==> src/rtl/hth_pkg.sv <==
// Constants and types shared by the compare timer and its helpers
package hth_pkg;
    // Register byte offsets
    localparam logic [7:0] HTH_OFS_CTRL   = 8'h00;
    localparam logic [7:0] HTH_OFS_PERIOD = 8'h04;
    localparam logic [7:0] HTH_OFS_DUTY   = 8'h08;
    localparam logic [7:0] HTH_OFS_GATE   = 8'h0C;
    localparam logic [7:0] HTH_OFS_CMPN   = 8'h10;
    localparam logic [7:0] HTH_OFS_STATUS = 8'h14;
    // Widths
    localparam int unsigned HTH_ADDR_W = 8;
    localparam int unsigned HTH_DATA_W = 32;
    localparam int unsigned HTH_CNT_W  = 8;
    localparam int unsigned HTH_SEL_W  = 3;
    // Count clocks from duty write to active compare
    localparam int unsigned HTH_DUTY_LOAD_TICKS = 3;
    // Gate register field positions
    localparam int unsigned HTH_GATE_BUF_BIT = 0;
    localparam int unsigned HTH_GATE_ACT_BIT = 1;
    // Status register field positions
    localparam int unsigned HTH_ST_CNT_LSB  = 0;
    localparam int unsigned HTH_ST_OUT_BIT  = 8;
    localparam int unsigned HTH_ST_LOAD_BIT = 9;
    localparam int unsigned HTH_ST_CCNT_LSB = 16;
    // AXI responses
    localparam logic [1:0] HTH_RESP_OKAY   = 2'h0;
    localparam logic [1:0] HTH_RESP_SLVERR = 2'h2;
    // Control register layout, bit 0 at the bottom
    typedef struct packed {
        logic [2:0] cmp_clk_sel;
        logic       rsvd;
        logic       cmp_run;
        logic       out_level;
        logic [2:0] clk_sel;
        logic       carrier;
        logic       run;
    } hth_ctrl_t;
    localparam int unsigned HTH_CTRL_W = 11;
    localparam hth_ctrl_t HTH_CTRL_RST = 11'h000;
    localparam logic [7:0] HTH_PERIOD_RST = 8'hFF;
    localparam logic [7:0] HTH_DUTY_RST   = 8'h00;
    localparam logic [7:0] HTH_CMPN_RST   = 8'hFF;
endpackage

==> src/rtl/hth_prescale.sv <==
// Count clock prescaler producing one tick every 2**sel clocks
`timescale 1ns/10ps
`default_nettype none
module hth_prescale #(
    parameter int unsigned SEL_W = 3,
    parameter int unsigned DIV_W = 8
) (
    // Clock and reset
    input  wire logic             aclk,
    input  wire logic             aresetn,
    // Control
    input  wire logic             en,
    input  wire logic [SEL_W-1:0] sel,
    // Tick
    output logic                  tick
);
    logic [DIV_W-1:0] div_ff;
    logic [DIV_W-1:0] nxt_div;
    logic [DIV_W-1:0] mask;

    always_comb begin
        mask    = ~({DIV_W{1'b1}} << sel);
        tick    = en && ((div_ff & mask) == mask);
        nxt_div = en ? div_ff + 1'b1 : '0;
    end

    always_ff @(posedge aclk) begin
        if (!aresetn) begin
            div_ff <= '0;
        end else begin
            div_ff <= nxt_div;
        end
    end
endmodule // hth_prescale
`default_nettype wire

==> src/rtl/hth_shadow_load.sv <==
// Duty compare buffer moved to the active compare after a tick delay
`timescale 1ns/10ps
`default_nettype none
module hth_shadow_load #(
    parameter int unsigned W     = 8,
    parameter int unsigned DELAY = 3
) (
    // Clock and reset
    input  wire logic         aclk,
    input  wire logic         aresetn,
    // Control
    input  wire logic         clr,
    input  wire logic         tick,
    input  wire logic         wr,
    input  wire logic [W-1:0] wr_data,
    // Active value
    output logic [W-1:0]      act,
    output logic              loaded
);
    localparam int unsigned CW = $clog2(DELAY + 1);
    localparam logic [CW-1:0] LAST = CW'(DELAY - 1);

    logic [W-1:0]  pend_ff, nxt_pend, act_ff, nxt_act;
    logic [CW-1:0] cnt_ff, nxt_cnt;
    logic          busy_ff, nxt_busy, loaded_ff, nxt_loaded;

    always_comb begin
        nxt_pend   = pend_ff;
        nxt_act    = act_ff;
        nxt_cnt    = cnt_ff;
        nxt_busy   = busy_ff;
        nxt_loaded = clr ? 1'b0 : loaded_ff;
        if (wr) begin
            nxt_pend = wr_data;
            nxt_busy = 1'b1;
            nxt_cnt  = '0;
        end else if (busy_ff && tick) begin
            if (cnt_ff == LAST) begin
                nxt_act    = pend_ff;
                nxt_busy   = 1'b0;
                nxt_loaded = 1'b1;
            end else begin
                nxt_cnt = cnt_ff + 1'b1;
            end
        end
    end

    always_ff @(posedge aclk) begin
        if (!aresetn) begin
            pend_ff   <= '0;
            act_ff    <= '0;
            cnt_ff    <= '0;
            busy_ff   <= 1'b0;
            loaded_ff <= 1'b0;
        end else begin
            pend_ff   <= nxt_pend;
            act_ff    <= nxt_act;
            cnt_ff    <= nxt_cnt;
            busy_ff   <= nxt_busy;
            loaded_ff <= nxt_loaded;
        end
    end

    assign act    = act_ff;
    assign loaded = loaded_ff;
endmodule // hth_shadow_load
`default_nettype wire

==> src/rtl/hth_timer.sv <==
// Eight-bit compare timer with PWM and gated carrier output, AXI4-Lite registers
//
// Added by the designer: the AXI4-Lite register port and the placing of the registers.
`timescale 1ns/10ps
`default_nettype none
module hth_timer (
    // Clock and reset
    input  wire logic                            aclk,
    input  wire logic                            aresetn,
    // Write address channel
    input  wire logic [hth_pkg::HTH_ADDR_W-1:0]  awaddr,
    input  wire logic                            awvalid,
    output logic                                 awready,
    // Write data channel
    input  wire logic [hth_pkg::HTH_DATA_W-1:0]  wdata,
    input  wire logic [3:0]                      wstrb,
    input  wire logic                            wvalid,
    output logic                                 wready,
    // Write response channel
    output logic [1:0]                           bresp,
    output logic                                 bvalid,
    input  wire logic                            bready,
    // Read address channel
    input  wire logic [hth_pkg::HTH_ADDR_W-1:0]  araddr,
    input  wire logic                            arvalid,
    output logic                                 arready,
    // Read data channel
    output logic [hth_pkg::HTH_DATA_W-1:0]       rdata,
    output logic [1:0]                           rresp,
    output logic                                 rvalid,
    input  wire logic                            rready,
    // Timer outputs
    output logic                                 timer_out,
    output logic                                 companion_irq
);
    localparam int unsigned CW = hth_pkg::HTH_CNT_W;

    // Bus state
    logic                            aw_hold_ff, nxt_aw_hold;
    logic [hth_pkg::HTH_ADDR_W-1:0]  aw_addr_ff, nxt_aw_addr;
    logic                            w_hold_ff, nxt_w_hold;
    logic [hth_pkg::HTH_DATA_W-1:0]  w_data_ff, nxt_w_data;
    logic [3:0]                      w_strb_ff, nxt_w_strb;
    logic                            bvalid_ff, nxt_bvalid;
    logic [1:0]                      bresp_ff, nxt_bresp;
    logic                            rvalid_ff, nxt_rvalid;
    logic [1:0]                      rresp_ff, nxt_rresp;
    logic [hth_pkg::HTH_DATA_W-1:0]  rdata_ff, nxt_rdata;
    logic                            do_wr;
    logic [hth_pkg::HTH_DATA_W-1:0]  wmask;

    // Register state
    hth_pkg::hth_ctrl_t              ctrl_ff, nxt_ctrl;
    logic [CW-1:0]                   period_ff, nxt_period;
    logic [CW-1:0]                   duty_buf_ff, nxt_duty_buf;
    logic [CW-1:0]                   cmpn_ff, nxt_cmpn;
    logic                            gate_buf_ff, nxt_gate_buf;
    logic                            duty_wr;

    // Timer and companion state
    logic [CW-1:0]                   cnt_ff, nxt_cnt;
    logic                            wave_ff, nxt_wave;
    logic                            out_ff, nxt_out;
    logic [CW-1:0]                   ccnt_ff, nxt_ccnt;
    logic                            xfer_pend_ff, nxt_xfer_pend;
    logic                            gate_act_ff, nxt_gate_act;
    logic                            irq_ff, nxt_irq;
    logic                            tick, ctick, cmatch, xfer;
    logic                            duty_loaded;
    logic [CW-1:0]                   duty_act;

    // Count clock prescalers
    hth_prescale #(.SEL_W(hth_pkg::HTH_SEL_W), .DIV_W(CW)) u_pre_timer (
        .aclk    (aclk),
        .aresetn (aresetn),
        .en      (ctrl_ff.run),
        .sel     (ctrl_ff.clk_sel),
        .tick    (tick)
    );

    hth_prescale #(.SEL_W(hth_pkg::HTH_SEL_W), .DIV_W(CW)) u_pre_comp (
        .aclk    (aclk),
        .aresetn (aresetn),
        .en      (ctrl_ff.cmp_run),
        .sel     (ctrl_ff.cmp_clk_sel),
        .tick    (ctick)
    );

    // Duty compare buffer, loaded flag cleared on stop so a restart waits for a rewrite
    hth_shadow_load #(.W(CW), .DELAY(hth_pkg::HTH_DUTY_LOAD_TICKS)) u_duty (
        .aclk    (aclk),
        .aresetn (aresetn),
        .clr     (!ctrl_ff.run),
        .tick    (tick),
        .wr      (duty_wr),
        .wr_data (nxt_duty_buf),
        .act     (duty_act),
        .loaded  (duty_loaded)
    );

    // Bus handshakes
    assign awready = !aw_hold_ff && !bvalid_ff;
    assign wready  = !w_hold_ff && !bvalid_ff;
    assign arready = !rvalid_ff;
    assign bvalid  = bvalid_ff;
    assign bresp   = bresp_ff;
    assign rvalid  = rvalid_ff;
    assign rresp   = rresp_ff;
    assign rdata   = rdata_ff;
    assign do_wr   = aw_hold_ff && w_hold_ff && !bvalid_ff;
    assign wmask   = {{8{w_strb_ff[3]}}, {8{w_strb_ff[2]}}, {8{w_strb_ff[1]}}, {8{w_strb_ff[0]}}};

    // Write path and register updates
    always_comb begin
        nxt_aw_hold  = aw_hold_ff;
        nxt_aw_addr  = aw_addr_ff;
        nxt_w_hold   = w_hold_ff;
        nxt_w_data   = w_data_ff;
        nxt_w_strb   = w_strb_ff;
        nxt_bvalid   = bvalid_ff;
        nxt_bresp    = bresp_ff;
        nxt_ctrl     = ctrl_ff;
        nxt_period   = period_ff;
        nxt_duty_buf = duty_buf_ff;
        nxt_cmpn     = cmpn_ff;
        nxt_gate_buf = gate_buf_ff;
        duty_wr      = 1'b0;
        if (awvalid && awready) begin
            nxt_aw_hold = 1'b1;
            nxt_aw_addr = awaddr;
        end
        if (wvalid && wready) begin
            nxt_w_hold = 1'b1;
            nxt_w_data = wdata;
            nxt_w_strb = wstrb;
        end
        if (bvalid_ff && bready) begin
            nxt_bvalid = 1'b0;
        end
        if (do_wr) begin
            nxt_aw_hold = 1'b0;
            nxt_w_hold  = 1'b0;
            nxt_bvalid  = 1'b1;
            nxt_bresp   = hth_pkg::HTH_RESP_OKAY;
            unique case (aw_addr_ff)
                hth_pkg::HTH_OFS_CTRL: begin
                    nxt_ctrl = hth_pkg::hth_ctrl_t'((ctrl_ff & ~wmask[hth_pkg::HTH_CTRL_W-1:0])
                               | (w_data_ff[hth_pkg::HTH_CTRL_W-1:0] & wmask[hth_pkg::HTH_CTRL_W-1:0]));
                    nxt_ctrl.rsvd = 1'b0;
                end
                hth_pkg::HTH_OFS_PERIOD: begin
                    if (w_strb_ff[0]) begin
                        nxt_period = w_data_ff[CW-1:0];
                    end
                end
                hth_pkg::HTH_OFS_DUTY: begin
                    if (w_strb_ff[0]) begin
                        nxt_duty_buf = w_data_ff[CW-1:0];
                        duty_wr      = 1'b1;
                    end
                end
                hth_pkg::HTH_OFS_GATE: begin
                    if (w_strb_ff[0]) begin
                        nxt_gate_buf = w_data_ff[hth_pkg::HTH_GATE_BUF_BIT];
                    end
                end
                hth_pkg::HTH_OFS_CMPN: begin
                    if (w_strb_ff[0]) begin
                        nxt_cmpn = w_data_ff[CW-1:0];
                    end
                end
                hth_pkg::HTH_OFS_STATUS: begin
                    nxt_bresp = hth_pkg::HTH_RESP_OKAY;
                end
                default: begin
                    nxt_bresp = hth_pkg::HTH_RESP_SLVERR;
                end
            endcase
        end
    end

    always_ff @(posedge aclk) begin
        if (!aresetn) begin
            aw_hold_ff  <= 1'b0;
            aw_addr_ff  <= '0;
            w_hold_ff   <= 1'b0;
            w_data_ff   <= '0;
            w_strb_ff   <= '0;
            bvalid_ff   <= 1'b0;
            bresp_ff    <= hth_pkg::HTH_RESP_OKAY;
            ctrl_ff     <= hth_pkg::HTH_CTRL_RST;
            period_ff   <= hth_pkg::HTH_PERIOD_RST;
            duty_buf_ff <= hth_pkg::HTH_DUTY_RST;
            cmpn_ff     <= hth_pkg::HTH_CMPN_RST;
            gate_buf_ff <= 1'b0;
        end else begin
            aw_hold_ff  <= nxt_aw_hold;
            aw_addr_ff  <= nxt_aw_addr;
            w_hold_ff   <= nxt_w_hold;
            w_data_ff   <= nxt_w_data;
            w_strb_ff   <= nxt_w_strb;
            bvalid_ff   <= nxt_bvalid;
            bresp_ff    <= nxt_bresp;
            ctrl_ff     <= nxt_ctrl;
            period_ff   <= nxt_period;
            duty_buf_ff <= nxt_duty_buf;
            cmpn_ff     <= nxt_cmpn;
            gate_buf_ff <= nxt_gate_buf;
        end
    end

    // Read path
    always_comb begin
        nxt_rvalid = rvalid_ff;
        nxt_rresp  = rresp_ff;
        nxt_rdata  = rdata_ff;
        if (rvalid_ff && rready) begin
            nxt_rvalid = 1'b0;
        end
        if (arvalid && arready) begin
            nxt_rvalid = 1'b1;
            nxt_rresp  = hth_pkg::HTH_RESP_OKAY;
            nxt_rdata  = '0;
            unique case (araddr)
                hth_pkg::HTH_OFS_CTRL:   nxt_rdata[hth_pkg::HTH_CTRL_W-1:0] = ctrl_ff;
                hth_pkg::HTH_OFS_PERIOD: nxt_rdata[CW-1:0] = period_ff;
                hth_pkg::HTH_OFS_DUTY:   nxt_rdata[CW-1:0] = duty_buf_ff;
                hth_pkg::HTH_OFS_CMPN:   nxt_rdata[CW-1:0] = cmpn_ff;
                hth_pkg::HTH_OFS_GATE: begin
                    nxt_rdata[hth_pkg::HTH_GATE_BUF_BIT] = gate_buf_ff;
                    nxt_rdata[hth_pkg::HTH_GATE_ACT_BIT] = gate_act_ff;
                end
                hth_pkg::HTH_OFS_STATUS: begin
                    nxt_rdata[hth_pkg::HTH_ST_CNT_LSB +: CW]  = cnt_ff;
                    nxt_rdata[hth_pkg::HTH_ST_OUT_BIT]        = out_ff;
                    nxt_rdata[hth_pkg::HTH_ST_LOAD_BIT]       = duty_loaded;
                    nxt_rdata[hth_pkg::HTH_ST_CCNT_LSB +: CW] = ccnt_ff;
                end
                default: nxt_rresp = hth_pkg::HTH_RESP_SLVERR;
            endcase
        end
    end

    always_ff @(posedge aclk) begin
        if (!aresetn) begin
            rvalid_ff <= 1'b0;
            rresp_ff  <= hth_pkg::HTH_RESP_OKAY;
            rdata_ff  <= '0;
        end else begin
            rvalid_ff <= nxt_rvalid;
            rresp_ff  <= nxt_rresp;
            rdata_ff  <= nxt_rdata;
        end
    end

    // Counter, waveform, companion counter and gate
    assign cmatch = ctick && (ccnt_ff == cmpn_ff);
    assign xfer   = xfer_pend_ff && tick;

    always_comb begin
        nxt_cnt       = cnt_ff;
        nxt_wave      = wave_ff;
        nxt_ccnt      = ccnt_ff;
        nxt_xfer_pend = xfer_pend_ff;
        nxt_gate_act  = gate_act_ff;
        if (!ctrl_ff.run || !duty_loaded) begin
            nxt_cnt  = '0;
            nxt_wave = 1'b1;
        end else if (tick) begin
            if (cnt_ff == period_ff) begin
                nxt_cnt  = '0;
                nxt_wave = 1'b1;
            end else begin
                nxt_cnt = cnt_ff + 1'b1;
                if (cnt_ff == duty_act) begin
                    nxt_wave = 1'b0;
                end
            end
        end
        if (!ctrl_ff.cmp_run) begin
            nxt_ccnt = '0;
        end else if (ctick) begin
            nxt_ccnt = cmatch ? '0 : ccnt_ff + 1'b1;
        end
        if (xfer) begin
            nxt_gate_act  = gate_buf_ff;
            nxt_xfer_pend = 1'b0;
        end
        if (cmatch && ctrl_ff.carrier) begin
            nxt_xfer_pend = 1'b1;
        end
        if (!ctrl_ff.carrier) begin
            nxt_out = wave_ff && ctrl_ff.run && duty_loaded;
        end else if (gate_act_ff && ctrl_ff.run && duty_loaded) begin
            nxt_out = wave_ff;
        end else begin
            nxt_out = ctrl_ff.out_level;
        end
        nxt_irq = ctrl_ff.carrier ? xfer : cmatch;
    end

    always_ff @(posedge aclk) begin
        if (!aresetn) begin
            cnt_ff       <= '0;
            wave_ff      <= 1'b1;
            out_ff       <= 1'b0;
            ccnt_ff      <= '0;
            xfer_pend_ff <= 1'b0;
            gate_act_ff  <= 1'b0;
            irq_ff       <= 1'b0;
        end else begin
            cnt_ff       <= nxt_cnt;
            wave_ff      <= nxt_wave;
            out_ff       <= nxt_out;
            ccnt_ff      <= nxt_ccnt;
            xfer_pend_ff <= nxt_xfer_pend;
            gate_act_ff  <= nxt_gate_act;
            irq_ff       <= nxt_irq;
        end
    end

    assign timer_out     = out_ff;
    assign companion_irq = irq_ff;
endmodule // hth_timer
`default_nettype wire

==> config.mk <==
export PLATFORM = sky130hd
export DESIGN_NAME = hth_timer
export DESIGN_NICKNAME = d
export VERILOG_FILES = /design/src/rtl/hth_pkg.sv /design/src/rtl/hth_prescale.sv /design/src/rtl/hth_shadow_load.sv /design/src/rtl/hth_timer.sv
export SDC_FILE = /design/constraint.sdc
export NUM_CORES = 1
export LEC_CHECK = 0
export BUFFER_PORTS_ARGS = -buffer_cell sky130_fd_sc_hd__clkbuf_2
export CORE_MARGIN = 2
export CORE_UTILIZATION = 39
export CTS_CLUSTER_DIAMETER = 200
export DETAILED_ROUTE_END_ITERATION = 8
export HOLD_SLACK_MARGIN = 0.02
export RECOVER_POWER = 25
export SETUP_SLACK_MARGIN = 0.4
export SYNTH_ARGS = -nofsm -noshare
export SYNTH_HDL_FRONTEND = slang
export SYNTH_HIERARCHICAL = 1
export SYNTH_SLANG_ARGS = --single-unit
==> constraint.sdc <==
create_clock -name aclk -period 2.94 [get_ports aclk]
set_input_delay 0.147 -clock aclk [delete_from_list [all_inputs] [get_ports aclk]]
set_output_delay 0.147 -clock aclk [all_outputs]
set_load 0.01 [all_outputs]
==> metrics.csv, run 1 <==
stage,metric,value,unit
status,status,completed,
floorplanning,Cell Rows,46,
critical_path,kind of critical path,flip-flop to flip-flop,
clocking,clk sinks,136,
power,maximum vdd drop,0.4217,mV
floorplanning,Die ar.,17110,sq um
floorplanning,Placeable Area,15830,sq um
detailed_routing,Vias/cell,5.021,
global_route,initial antenna violation count,0,
placement,DP HPWL,10720,um
power,Static Leakage,2.698,nW
placement,routability congestion estimate,0.7965,
placement,placed cell areas,6721,sq um
timing,unrepaired setup endpoints after global routing,no,
clocking,CTS Buffer Depth,2,
global_route,Tot GR Track Use,0.1829,
detailed_routing,DR WL/cell,14.89,um
critical_path,Crit Path Max Fanout,18,
clocking,cts-stage hold buffer count,23,
synthesis,Yosys top cell area share,0.4342,
synthesis,"flops & latches, synth",136,
critical_path,Startpoint Class,flip-flop,
floorplanning,Die Ht,130.8,um
critical_path,CP required,3.26,ns
timing,Max Slew Vio Count,0,
clocking,TritonCTS clock tree,yes,
power,Pwr Total,4.326,mW
power,pwr/cell area,576.6,nW/um^2
cells_and_area,nets,834,
global_route,first-pass GRT wire length,24210,um
detailed_routing,Initial DRC Count,280,
placement,number of port buffers,63,
cells_and_area,Layout area overhead,19.63,%
timing,setup_tns,0,ns
synthesis,number of synthesized flops with an enable pin,0,
detailed_routing,routed via count,5016,
global_route,vias in the first global route,4852,
cells_and_area,ratio of cells with drive above 1 in the final layout,0.1367,
timing,f_max,460.8,MHz
synthesis,Synth Flop Type,dfxtp_1,
synthesis,ys async rst share,0,
placement,DP Worst Slack,0.8102,ns
cells_and_area,Post-Layout Inst Area,7502,sq um
clocking,clock-pin slew on the worst setup and hold paths,0.06,ns
clocking,clock latency on the worst-skew pair,0.42,ns
detailed_routing,Initial DRT Pass Iterations,6,
timing,relative slew slack,0.4193,
synthesis,register area share after synthesis,0.4342,
timing,final setup violation count,0,
cells_and_area,FILL cells,1508,
clocking,post_cts resized,0,
clocking,H-tree depth,4,
detailed_routing,Residual DRC,0,
detailed_routing,antenna-violating nets left,0,
cells_and_area,Antenna Diode Count,0,
synthesis,synthesized netlist cell count,691,
worst_hold_path,HP Class,input port to flip-flop,
global_route,GRT overflow,0,
global_route,largest net degree at the start of global routing,74,
timing,Slew @ Worst Pin,0.8711,ns
timing,post-route setup slack,0.7697,ns
timing,Layout Skew,0.005226,ns
floorplanning,I/O pin count,102,
timing,Final Hold Viols,0,
detailed_routing,routed wire length,14880,um
synthesis,Mapped Avg Cell Area,9.075,sq um
floorplanning,Initial Util,0.3962,
timing,Final min period,2.170,ns
clocking,Setup Buffers After CTS,0,
clocking,Root Driver,clkbuf_16,
critical_path,critical path capture point type,flip-flop,
critical_path,WP data arrival,2.49,ns
timing,Final Cycle Share,0.7382,
synthesis,Syn. warnings,6,
floorplanning,Die W,130.8,um
flow_run,number of max-cap violations,0,
synthesis,"Cell Area, Synth",6271,sq um
synthesis,Area contributors post-synth,"dfxtp_1 (43%), mux2i_1 (7.8%), nand2_1 (6.6%), nor2_1 (3.8%), xnor2_1 (3.6%)",
synthesis,synth unique cells,64,
clocking,TritonCTS buffer count,17,
synthesis,largest area contributor in the netlist,dfxtp_1,
[logic make-up after synthesis]
group,synth area share
simple gates,0.2209
flops,0.4342
compound gates,0.1069
mux,0.1165
buf+inv,0.05088
xor+xnor,0.06006
fa+ha+maj,0.009976
other cells,0.0005980
[per-stage QoR]
step | hold WS (ns) | instances | utilization
2_1_floorplan | 0.2830 | 705 | -
3_3_place_gp | 0.3728 | 944 | 0.4247
3_5_place_dp | 0.3816 | 944 | 0.4247
4_1_cts | 0.06964 | 999 | 0.4766
5_1_grt | 0.1013 | 999 | 0.4740
6_report | 0.09085 | 999 | 0.4740
[placed cells by master, fill, tap and decap left out, drive strengths merged, types with 3 or more instances in the layout]
cell type,synthesis,routed
a21boi,4,4
a21oi,44,44
a221oi,5,5
a22o,5,5
a22oi,9,9
a31o,4,4
and2,3,3
and3,3,3
buf,26,9
bufinv,0,3
clkbuf,24,88
clkinv,0,3
conb,1,15
dfxtp,136,136
dlygate4sd3,0,23
ha,5,5
inv,10,10
mux2,11,11
mux2i,49,49
mux4,5,5
nand2,111,111
nand2b,10,10
nand3,19,19
nand4,11,11
nand4b,3,3
nor2,64,64
nor2b,14,14
nor3,17,17
nor4,5,5
o21ai,21,21
or3,5,5
xnor2,26,26
xor2,17,17
[metal layers]
| layer | track usage | part of all wire | up-vias |
|---|---|---|---|
| li1 | - | - | 2521 |
| met1 | 0.2328 | 0.47 | 2368 |
| met2 | 0.3039 | 0.47 | 114 |
| met3 | 0.04642 | 0.047 | 13 |
| met4 | 0.06133 | 0.012 | 0 |
| met5 | 0 | 0 | - |
[report_power, final]
part / internal [mW] / switching (mW) / total (mW)
clock: 1.37 / 0.776 / 2.15
combinational: 0.105 / 0.161 / 0.266
sequential: 1.88 / 0.0338 / 1.91
total: 3.36 / 0.970 / 4.33
[cells in the mapped netlist (3+ instances only)]
cell type  instances
nand2_1          110
nand4b_1           3
ha_1               5
nor4_1             3
xor2_1            17
nor3_4             3
clkbuf_1          24
nand3_1           16
nor2_1            64
a22o_1             5
mux2i_1           49
nand2b_1          10
o21ai_0           20
a221oi_1           5
a21oi_1           44
inv_1             10
a21boi_0           4
nor2b_1           14
dfxtp_1          136
and3_1             3
and2_1             3
buf_4             17
buf_2              3
mux4_2             5
xnor2_1           26
a22oi_1            9
or3_1              5
nor3_1            12
nand4_1           11
mux2_2            10
buf_1              3
[registers in the layout, indices dropped and copies added (netlist names), 7 cells and up, named ones only]
name,cells
rdata,19
w_data_ff,11
aw_addr_ff,8
ccnt_ff,8
cmpn_ff,8
cnt_ff,8
duty_buf_ff,8
period_ff,8
u_duty/act,8
u_duty/pend_ff,8
u_pre_comp/div_ff,7
u_pre_timer/div_ff,7
[worst max-delay path, cell delays in order (launching register included)]
cell,delay [ns]
dfxtp_1,0.36
and3b_1,0.40
nand3_4,0.19
nor3_4,0.14
buf_4,0.29
and4b_1,0.43
o21a_1,0.25
[layout make-up]
class / count / area (sq um) / area share
Clock inverter: 8 / 120.1 / 0.01601
Tap cell: 216 / 270.3 / 0.03602
Clock buffer: 24 / 471.7 / 0.06288
Timing Repair Buffer: 96 / 598.1 / 0.07972
Inverter: 10 / 37.54 / 0.005003
Multi-Input combinational cell: 509 / 3282 / 0.4375
Sequential cell: 136 / 2723 / 0.3629
[final timing paths]
kind / startpoint / endpoint / slack [ns] / cells after the start
setup / recovery: bvalid$_SDFFE_PN0P_ / u_duty/loaded$_SDFF_PN0_ / 0.77 / 6
hold / removal: araddr[3] / rresp[1]$_SDFFE_PN0P_ / 0.09 / 3
hold reg to reg: rdata[7]$_SDFFE_PN0P_ / rdata[7]$_SDFFE_PN0P_ / 0.46 / 2
setup reg to reg: bvalid$_SDFFE_PN0P_ / u_duty/loaded$_SDFF_PN0_ / 0.77 / 6
Note: power is estimated with default switching activity, not from simulation.
==> run 2, diff against run 1 <==
clock period = 2 ns   (was 2.94 ns; I/O delays follow)
==> run 2 against run 1 <==
  * Clock skew is essentially flat
  * Register-to-register slack lost 0.58 ns
  * Flip-flop and latch count is the same
  * Combinational power grew 65%
  * Non-clock buffer count grew 45
  * First-iteration DRC count grew 23%
  * Worst hold slack lost 0.038 ns
  * Final cell count grew 4.6%
  * Power grew 57%
  * Wire length grew 11%
  * Core utilization grew 4.9 points
  * Design area grew 10%
==> metrics.csv, run 2 (same netlist as run 1, synthesis figures left out) <==
stage,metric,value,unit
detailed_routing,routed via count,5344,
power,Sw Pwr,1.456,mW
critical_path,Top delay family on crit path,simple AND/OR/NAND/NOR gates,
timing,Final min period,1.809,ns
clocking,Root Driver,clkbuf_16,
power,clock share of power,0.524,
global_route,largest net degree at the start of global routing,39,
clocking,H-tree depth,4,
timing,Max Slew Vio Count,0,
placement,number of port buffers,63,
critical_path,CP required,2.31,ns
clocking,clk sinks,136,
timing,Layout Skew,0.005449,ns
power,Static Leakage,3.075,nW
critical_path,critical path capture point type,flip-flop,
timing,Final Hold Viols,0,
critical_path,highest-delay cell along the critical path,dfxtp_2,
power,part of the power in registers,0.412,
placement,DP HPWL,11190,um
worst_hold_path,HP Class,input port to flip-flop,
detailed_routing,routed wire length,16540,um
cells_and_area,ratio of cells with drive above 1 in the final layout,0.2388,
critical_path,max incr delay on CP,0.33,ns
critical_path,Startpoint Class,flip-flop,
timing,setup_tns,0,ns
clocking,TritonCTS buffer count,17,
timing,Slew @ Worst Pin,0.5139,ns
cells_and_area,max FFs per register,19,
global_route,initial antenna violation count,0,
detailed_routing,antenna-violating nets left,0,
floorplanning,Die W,130.8,um
critical_path,Crit Path Max Fanout,7,
global_route,first-pass GRT wire length,26680,um
detailed_routing,Initial DRC Count,344,
power,switching share of power,0.2139,
timing,unrepaired setup endpoints after global routing,yes,
cells_and_area,"commonest non-fill, non-tap cell in the layout",dfxtp_1,
floorplanning,Initial Util,0.3962,
placement,placed cell areas,6928,sq um
cells_and_area,"commonest cells after routing, fill and taps aside","dfxtp_1 (118), nand2_1 (109), nor2_1 (58), mux2i_1 (48), a21oi_1 (43)",
detailed_routing,Initial DRT Pass Iterations,5,
placement,routability congestion estimate,0.8194,
critical_path,crit path cell chain,nor4_4 > nand2_2 > nor3_4 > buf_6 > buf_12 > mux2_4 > mux2i_1 > nor2b_1,
clocking,clock latency on the worst-skew pair,0.42,ns
cells_and_area,FILL cells,1426,
power,pwr/cell area,821.3,nW/um^2
global_route,GRT overflow,0,
detailed_routing,Residual DRC,0,
floorplanning,Die ar.,17110,sq um
detailed_routing,Vias/cell,5.114,
cells_and_area,Post-Layout Inst Area,8285,sq um
flow_run,number of max-cap violations,0,
cells_and_area,Layout area overhead,32.12,%
timing,f_max,552.9,MHz
floorplanning,Placeable Area,15830,sq um
cells_and_area,nets,880,
power,maximum vdd drop,0.6407,mV
cells_and_area,Antenna Diode Count,0,
power,logic gate share of total power,0.064,
clocking,TritonCTS clock tree,yes,
critical_path,WP data arrival,2.12,ns
floorplanning,Die Ht,130.8,um
clocking,CTS Buffer Depth,2,
global_route,vias in the first global route,5227,
critical_path,WP buf/inv,2,
clocking,clock-pin slew on the worst setup and hold paths,0.06,ns
global_route,Tot GR Track Use,0.2006,
detailed_routing,DR WL/cell,15.83,um
status,status,completed,
floorplanning,I/O pin count,102,
floorplanning,Cell Rows,46,
timing,final setup violation count,0,
critical_path,kind of critical path,flip-flop to flip-flop,
timing,Final Cycle Share,0.9044,
power,Int Power,5.350,mW
timing,relative slew slack,0.6574,
-- run 2: changes by cell type in the layout (fill, tap and decap cells not counted), moves of 6 or more --
cell / previous run / this run
dfxtp_2: 0 / 10
dfxtp_1: 136 / 118
nor3_2: 2 / 9
mux2_2: 10 / 3
buf_6: 0 / 16
nor2_1: 64 / 58
mux2_4: 1 / 8
dfxtp_4: 0 / 8
nor3_1: 12 / 4
buf_4: 8 / 31
-- run 2: cell type report --
cell class | count | area [sq um] | share of cell area
multi-input cells | 510 | 3480 | 0.4200
flip-flops and latches | 136 | 2765 | 0.3337
repair buffers | 141 | 1057 | 0.1276
clock buffers | 25 | 515.5 | 0.06222
well taps | 216 | 270.3 | 0.03262
clock inverters | 7 | 160.2 | 0.01933
inverters | 10 | 37.54 | 0.004530
-- run 2: power by group through the flow --
stage | Clock [mW] | Combinational, mW | Sequential [mW]
6_report | 3.57 | 0.438 | 2.80
5_1_grt | 3.74 | 0.489 | 2.81
4_1_cts | 3.61 | 0.427 | 2.80
3_5_place_dp | 0 | 0.374 | 2.87
3_3_place_gp | 0 | 0.366 | 2.86
2_1_floorplan | 0 | 0.260 | 2.85
-- run 2: worst paths after layout --
path	from	end	slack (ns)	cells past startpoint
setup reg to reg	aw_addr_ff[6]$_SDFFE_PN0P_	u_duty/pend_ff[5]$_SDFFE_PN0P_	0.19	8
hold reg to reg	rdata[8]$_SDFFE_PN0P_	rdata[8]$_SDFFE_PN0P_	0.45	2
setup / recovery	aw_addr_ff[6]$_SDFFE_PN0P_	u_duty/pend_ff[5]$_SDFFE_PN0P_	0.19	8
hold / removal	araddr[3]	rresp[1]$_SDFFE_PN0P_	0.05	3
-- run 2: metal layers --
layer / part of all wire / global-route usage / vias to the layer above
met1: 0.47 / 0.2667 / 2555
met2: 0.48 / 0.3281 / 137
met5: 0 / 0 / -
met4: 0.015 / 0.06195 / 0
li1: - / - / 2631
met3: 0.041 / 0.04275 / 21
-- run 2: what timing repair did --
action	4_1_cts	5_1_grt
resized for setup	35	36
endpoints found under the hold margin	23	0
endpoints found under the setup margin	53	79
cloned	3	2
setup buffers	19	4
hold buffers	23	0
pin swaps	15	8
-- run 2: worst reg2reg max path: cells and delay by family (launching register included) --
kind                   cells  cell delay, ns
AND/OR/NAND/NOR            4            0.66
multiplexers               2            0.46
flip-flops                 1            0.33
buffers and inverters      2            0.26
-- run 2: metrics by stage --
stage	hold WS, ns	power (mW)	cells	worst slack, ns	util
2_1_floorplan	0.2284	3.112	705	0.08468	-
3_3_place_gp	0.3253	3.231	962	0.05981	0.4377
3_5_place_dp	0.3308	3.241	962	0.03612	0.4377
4_1_cts	0.03151	6.842	1039	0.1978	0.5145
5_1_grt	0.09148	7.032	1045	0.03933	0.5235
6_report	0.05280	6.805	1045	0.1913	0.5235
==> run 3, diff against run 2 <==
--- a/config.mk
+++ b/config.mk
@@ -8,8 +8,9 @@
 export BUFFER_PORTS_ARGS = -buffer_cell sky130_fd_sc_hd__clkbuf_2
 export CORE_MARGIN = 2
-export CORE_UTILIZATION = 39
+export CORE_UTILIZATION = 49
 export CTS_CLUSTER_DIAMETER = 200
 export DETAILED_ROUTE_END_ITERATION = 8
 export HOLD_SLACK_MARGIN = 0.02
+export PLACE_DENSITY = 0.71
 export RECOVER_POWER = 25
 export SETUP_SLACK_MARGIN = 0.4
==> constraint.sdc (replaced) <==
create_clock -name aclk -period 2 [get_ports aclk]
set_input_delay 0.2 -clock aclk [delete_from_list [all_inputs] [get_ports aclk]]
set_output_delay 0.2 -clock aclk [all_outputs]
set_load 0.01 [all_outputs]
==> run 3 against run 2 <==
  * Count of clock-buffer cells in the layout rose by 3
  * Combinational power fell by 7.5%
  * Global-route usage rose by 4.3 points
  * Largest power group unchanged
==> metrics.csv, run 3 (same netlist as run 1, synthesis figures left out) <==
stage,metric,value,unit
status,status,completed,
placement,number of port buffers,63,
floorplanning,I/O pin count,102,
critical_path,critical path capture point type,flip-flop,
floorplanning,Die Ht,117.1,um
detailed_routing,routed via count,5432,
power,Static Leakage,2.990,nW
timing,Final Hold Viols,0,
timing,WHS,0.01858,ns
timing,f_max,512.9,MHz
power,switching share of power,0.2250,
cells_and_area,Final Util,0.6409,
floorplanning,Die W,117.1,um
floorplanning,Placeable Area,12570,sq um
cells_and_area,ratio of cells with drive above 1 in the final layout,0.2266,
critical_path,reg-to-reg critical path startpoint,aw_addr_ff[5]$_SDFFE_PN0P_,
cells_and_area,"commonest non-fill, non-tap cell in the layout",dfxtp_1,
global_route,first-pass GRT wire length,25710,um
critical_path,FF-to-FF setup slack,0.05,ns
global_route,largest net degree at the start of global routing,59,
critical_path,max incr delay on CP,0.35,ns
cells_and_area,Layout area overhead,28.45,%
timing,Max Slew Vio Count,0,
global_route,Tot GR Track Use,0.2432,
worst_hold_path,min-delay src,wdata[9],
detailed_routing,routed wire length,16150,um
clocking,clock-pin slew on the worst setup and hold paths,0.06,ns
critical_path,WP data arrival,2.26,ns
global_route,initial antenna violation count,0,
timing,post-route setup slack,0.05043,ns
cells_and_area,Non-Filler Instances,993,
timing,unrepaired setup endpoints after global routing,yes,
critical_path,Crit Path Max Fanout,5,
timing,relative slew slack,0.5584,
cells_and_area,"commonest cells after routing, fill and taps aside","dfxtp_1 (116), nand2_1 (107), nor2_1 (63), mux2i_1 (48), a21oi_1 (42)",
critical_path,worst r2r dst,u_duty/pend_ff[7]$_SDFFE_PN0P_,
clocking,Root Driver,clkbuf_16,
clocking,clock latency on the worst-skew pair,0.42,ns
global_route,vias in the first global route,5154,
flow_run,number of max-cap violations,0,
power,Pwr Total,6.128,mW
critical_path,kind of critical path,flip-flop to flip-flop,
detailed_routing,Initial DRC Count,342,
critical_path,reg2reg path depth,8,
worst_hold_path,hold path cells,3,
worst_hold_path,HP Class,input port to flip-flop,
critical_path,crit path cell chain,nor4_4 > nand2_2 > nor3_4 > buf_12 > buf_4 > mux2_2 > mux2i_1 > nor2b_1,
cells_and_area,Antenna Diode Count,0,
clocking,clk sinks,136,
power,clock share of power,0.476,
detailed_routing,antenna-violating nets left,0,
placement,DP Worst Slack,0.08530,ns
placement,DP HPWL,10590,um
cells_and_area,max FFs per register,19,
floorplanning,Die ar.,13720,sq um
power,Sw Pwr,1.379,mW
placement,post-placement cell count,910,
cells_and_area,Post-Layout Inst Area,8055,sq um
power,part of the power in registers,0.457,
power,Int Power,4.749,mW
critical_path,CP required,2.31,ns
global_route,GRT overflow,0,
clocking,TritonCTS buffer count,17,
clocking,TritonCTS clock tree,yes,
critical_path,highest-delay cell along the critical path,dfxtp_4,
detailed_routing,Vias/cell,5.470,
power,logic gate share of total power,0.066,
clocking,H-tree depth,4,
floorplanning,Initial Util,0.4990,
placement,placed cell areas,6850,sq um
timing,Final min period,1.950,ns
placement,routability congestion estimate,0.8726,
timing,final setup violation count,0,
timing,Layout Skew,0.007561,ns
critical_path,Startpoint Class,flip-flop,
cells_and_area,FILL cells,1021,
power,pwr/cell area,760.7,nW/um^2
clocking,CTS Buffer Depth,2,
cells_and_area,nets,873,
detailed_routing,Initial DRT Pass Iterations,5,
timing,Slew @ Worst Pin,0.6625,ns
detailed_routing,DR WL/cell,16.26,um
floorplanning,Cell Rows,41,
power,maximum vdd drop,0.4948,mV
worst_hold_path,Hold EP,w_data_ff[9]$_SDFFE_PN0P_,
timing,setup_tns,0,ns
detailed_routing,Residual DRC,0,
timing,Final Cycle Share,0.9748,
run 3: changes by cell type in the layout (fill, tap and decap cells not counted), moves of 4 or more:
cell / previous run / this run
buf_4: 31 / 24
nor3_1: 4 / 10
nor3_2: 9 / 3
buf_12: 2 / 7
dlygate4sd3_1: 23 / 18
nor2_1: 58 / 63
bufinv_16: 5 / 1
nor2_2: 4 / 0
run 3: critical path, delay by kind of cell (launching register included):
family,cells,cell delay (ns)
muxes,2,0.45
and+or+nand+nor,4,0.75
buffers and inverters,2,0.29
DFF,1,0.35
run 3: final cells by class:
class | instances | area (sq um) | share of cell area
Inverter | 10 | 37.54 | 0.004660
Clock buffer | 28 | 506.7 | 0.06291
Sequential cell | 136 | 2765 | 0.3433
Multi-Input combinational cell | 509 | 3420 | 0.4245
Clock inverter | 3 | 40.04 | 0.004970
Timing Repair Buffer | 135 | 1071 | 0.1330
Tap cell | 172 | 215.2 | 0.02672
run 3: power groups by stage:
stage | Combinational [mW] | Clock [mW] | Sequential [mW]
2_1_floorplan | 0.260 | 0 | 2.85
3_3_place_gp | 0.361 | 0 | 2.86
3_5_place_dp | 0.367 | 0 | 2.86
4_1_cts | 0.405 | 2.94 | 2.80
5_1_grt | 0.453 | 3.07 | 2.81
6_report | 0.405 | 2.92 | 2.80
run 3: worst max path at each step:
stage | from | to | slack (ns) | depth (start not counted)
after floorplan | bvalid$_SDFFE_PN0P_ | u_duty/loaded$_SDFF_PN0_ | 0.08 | 7
after global placement | aw_addr_ff[5]$_SDFFE_PN0P_ | u_duty/loaded$_SDFF_PN0_ | 0.13 | 7
after detailed placement | u_pre_timer/div_ff[4]$_SDFF_PN0_ | cnt_ff[4]$_SDFFE_PP0P_ | 0.09 | 6
after CTS | flip-flop | u_duty/act[0]$_SDFFE_PN0P_ | 0.14 | 8
after global routing | aw_addr_ff[5]$_SDFFE_PN0P_ | u_duty/pend_ff[7]$_SDFFE_PN0P_ | -0.06 | 8
final | aw_addr_ff[5]$_SDFFE_PN0P_ | u_duty/pend_ff[7]$_SDFFE_PN0P_ | 0.05 | 8
run 3: timing repair:
item                                   CTS  global route
setup endpoints to repair               56            75
buffers inserted                        21             9
resized for setup                       32            29
hold buffers                            18             0
endpoints found under the hold margin   18             0
cloned                                   3             1
pin swaps                               20            17
run 3: metal layers:
metal | wire length, um | global-route usage
met1 | 7192 | 0.3078
met2 | 7874 | 0.4069
met3 | 694 | 0.04789
met4 | 388 | 0.1027
met5 | 0 | 0
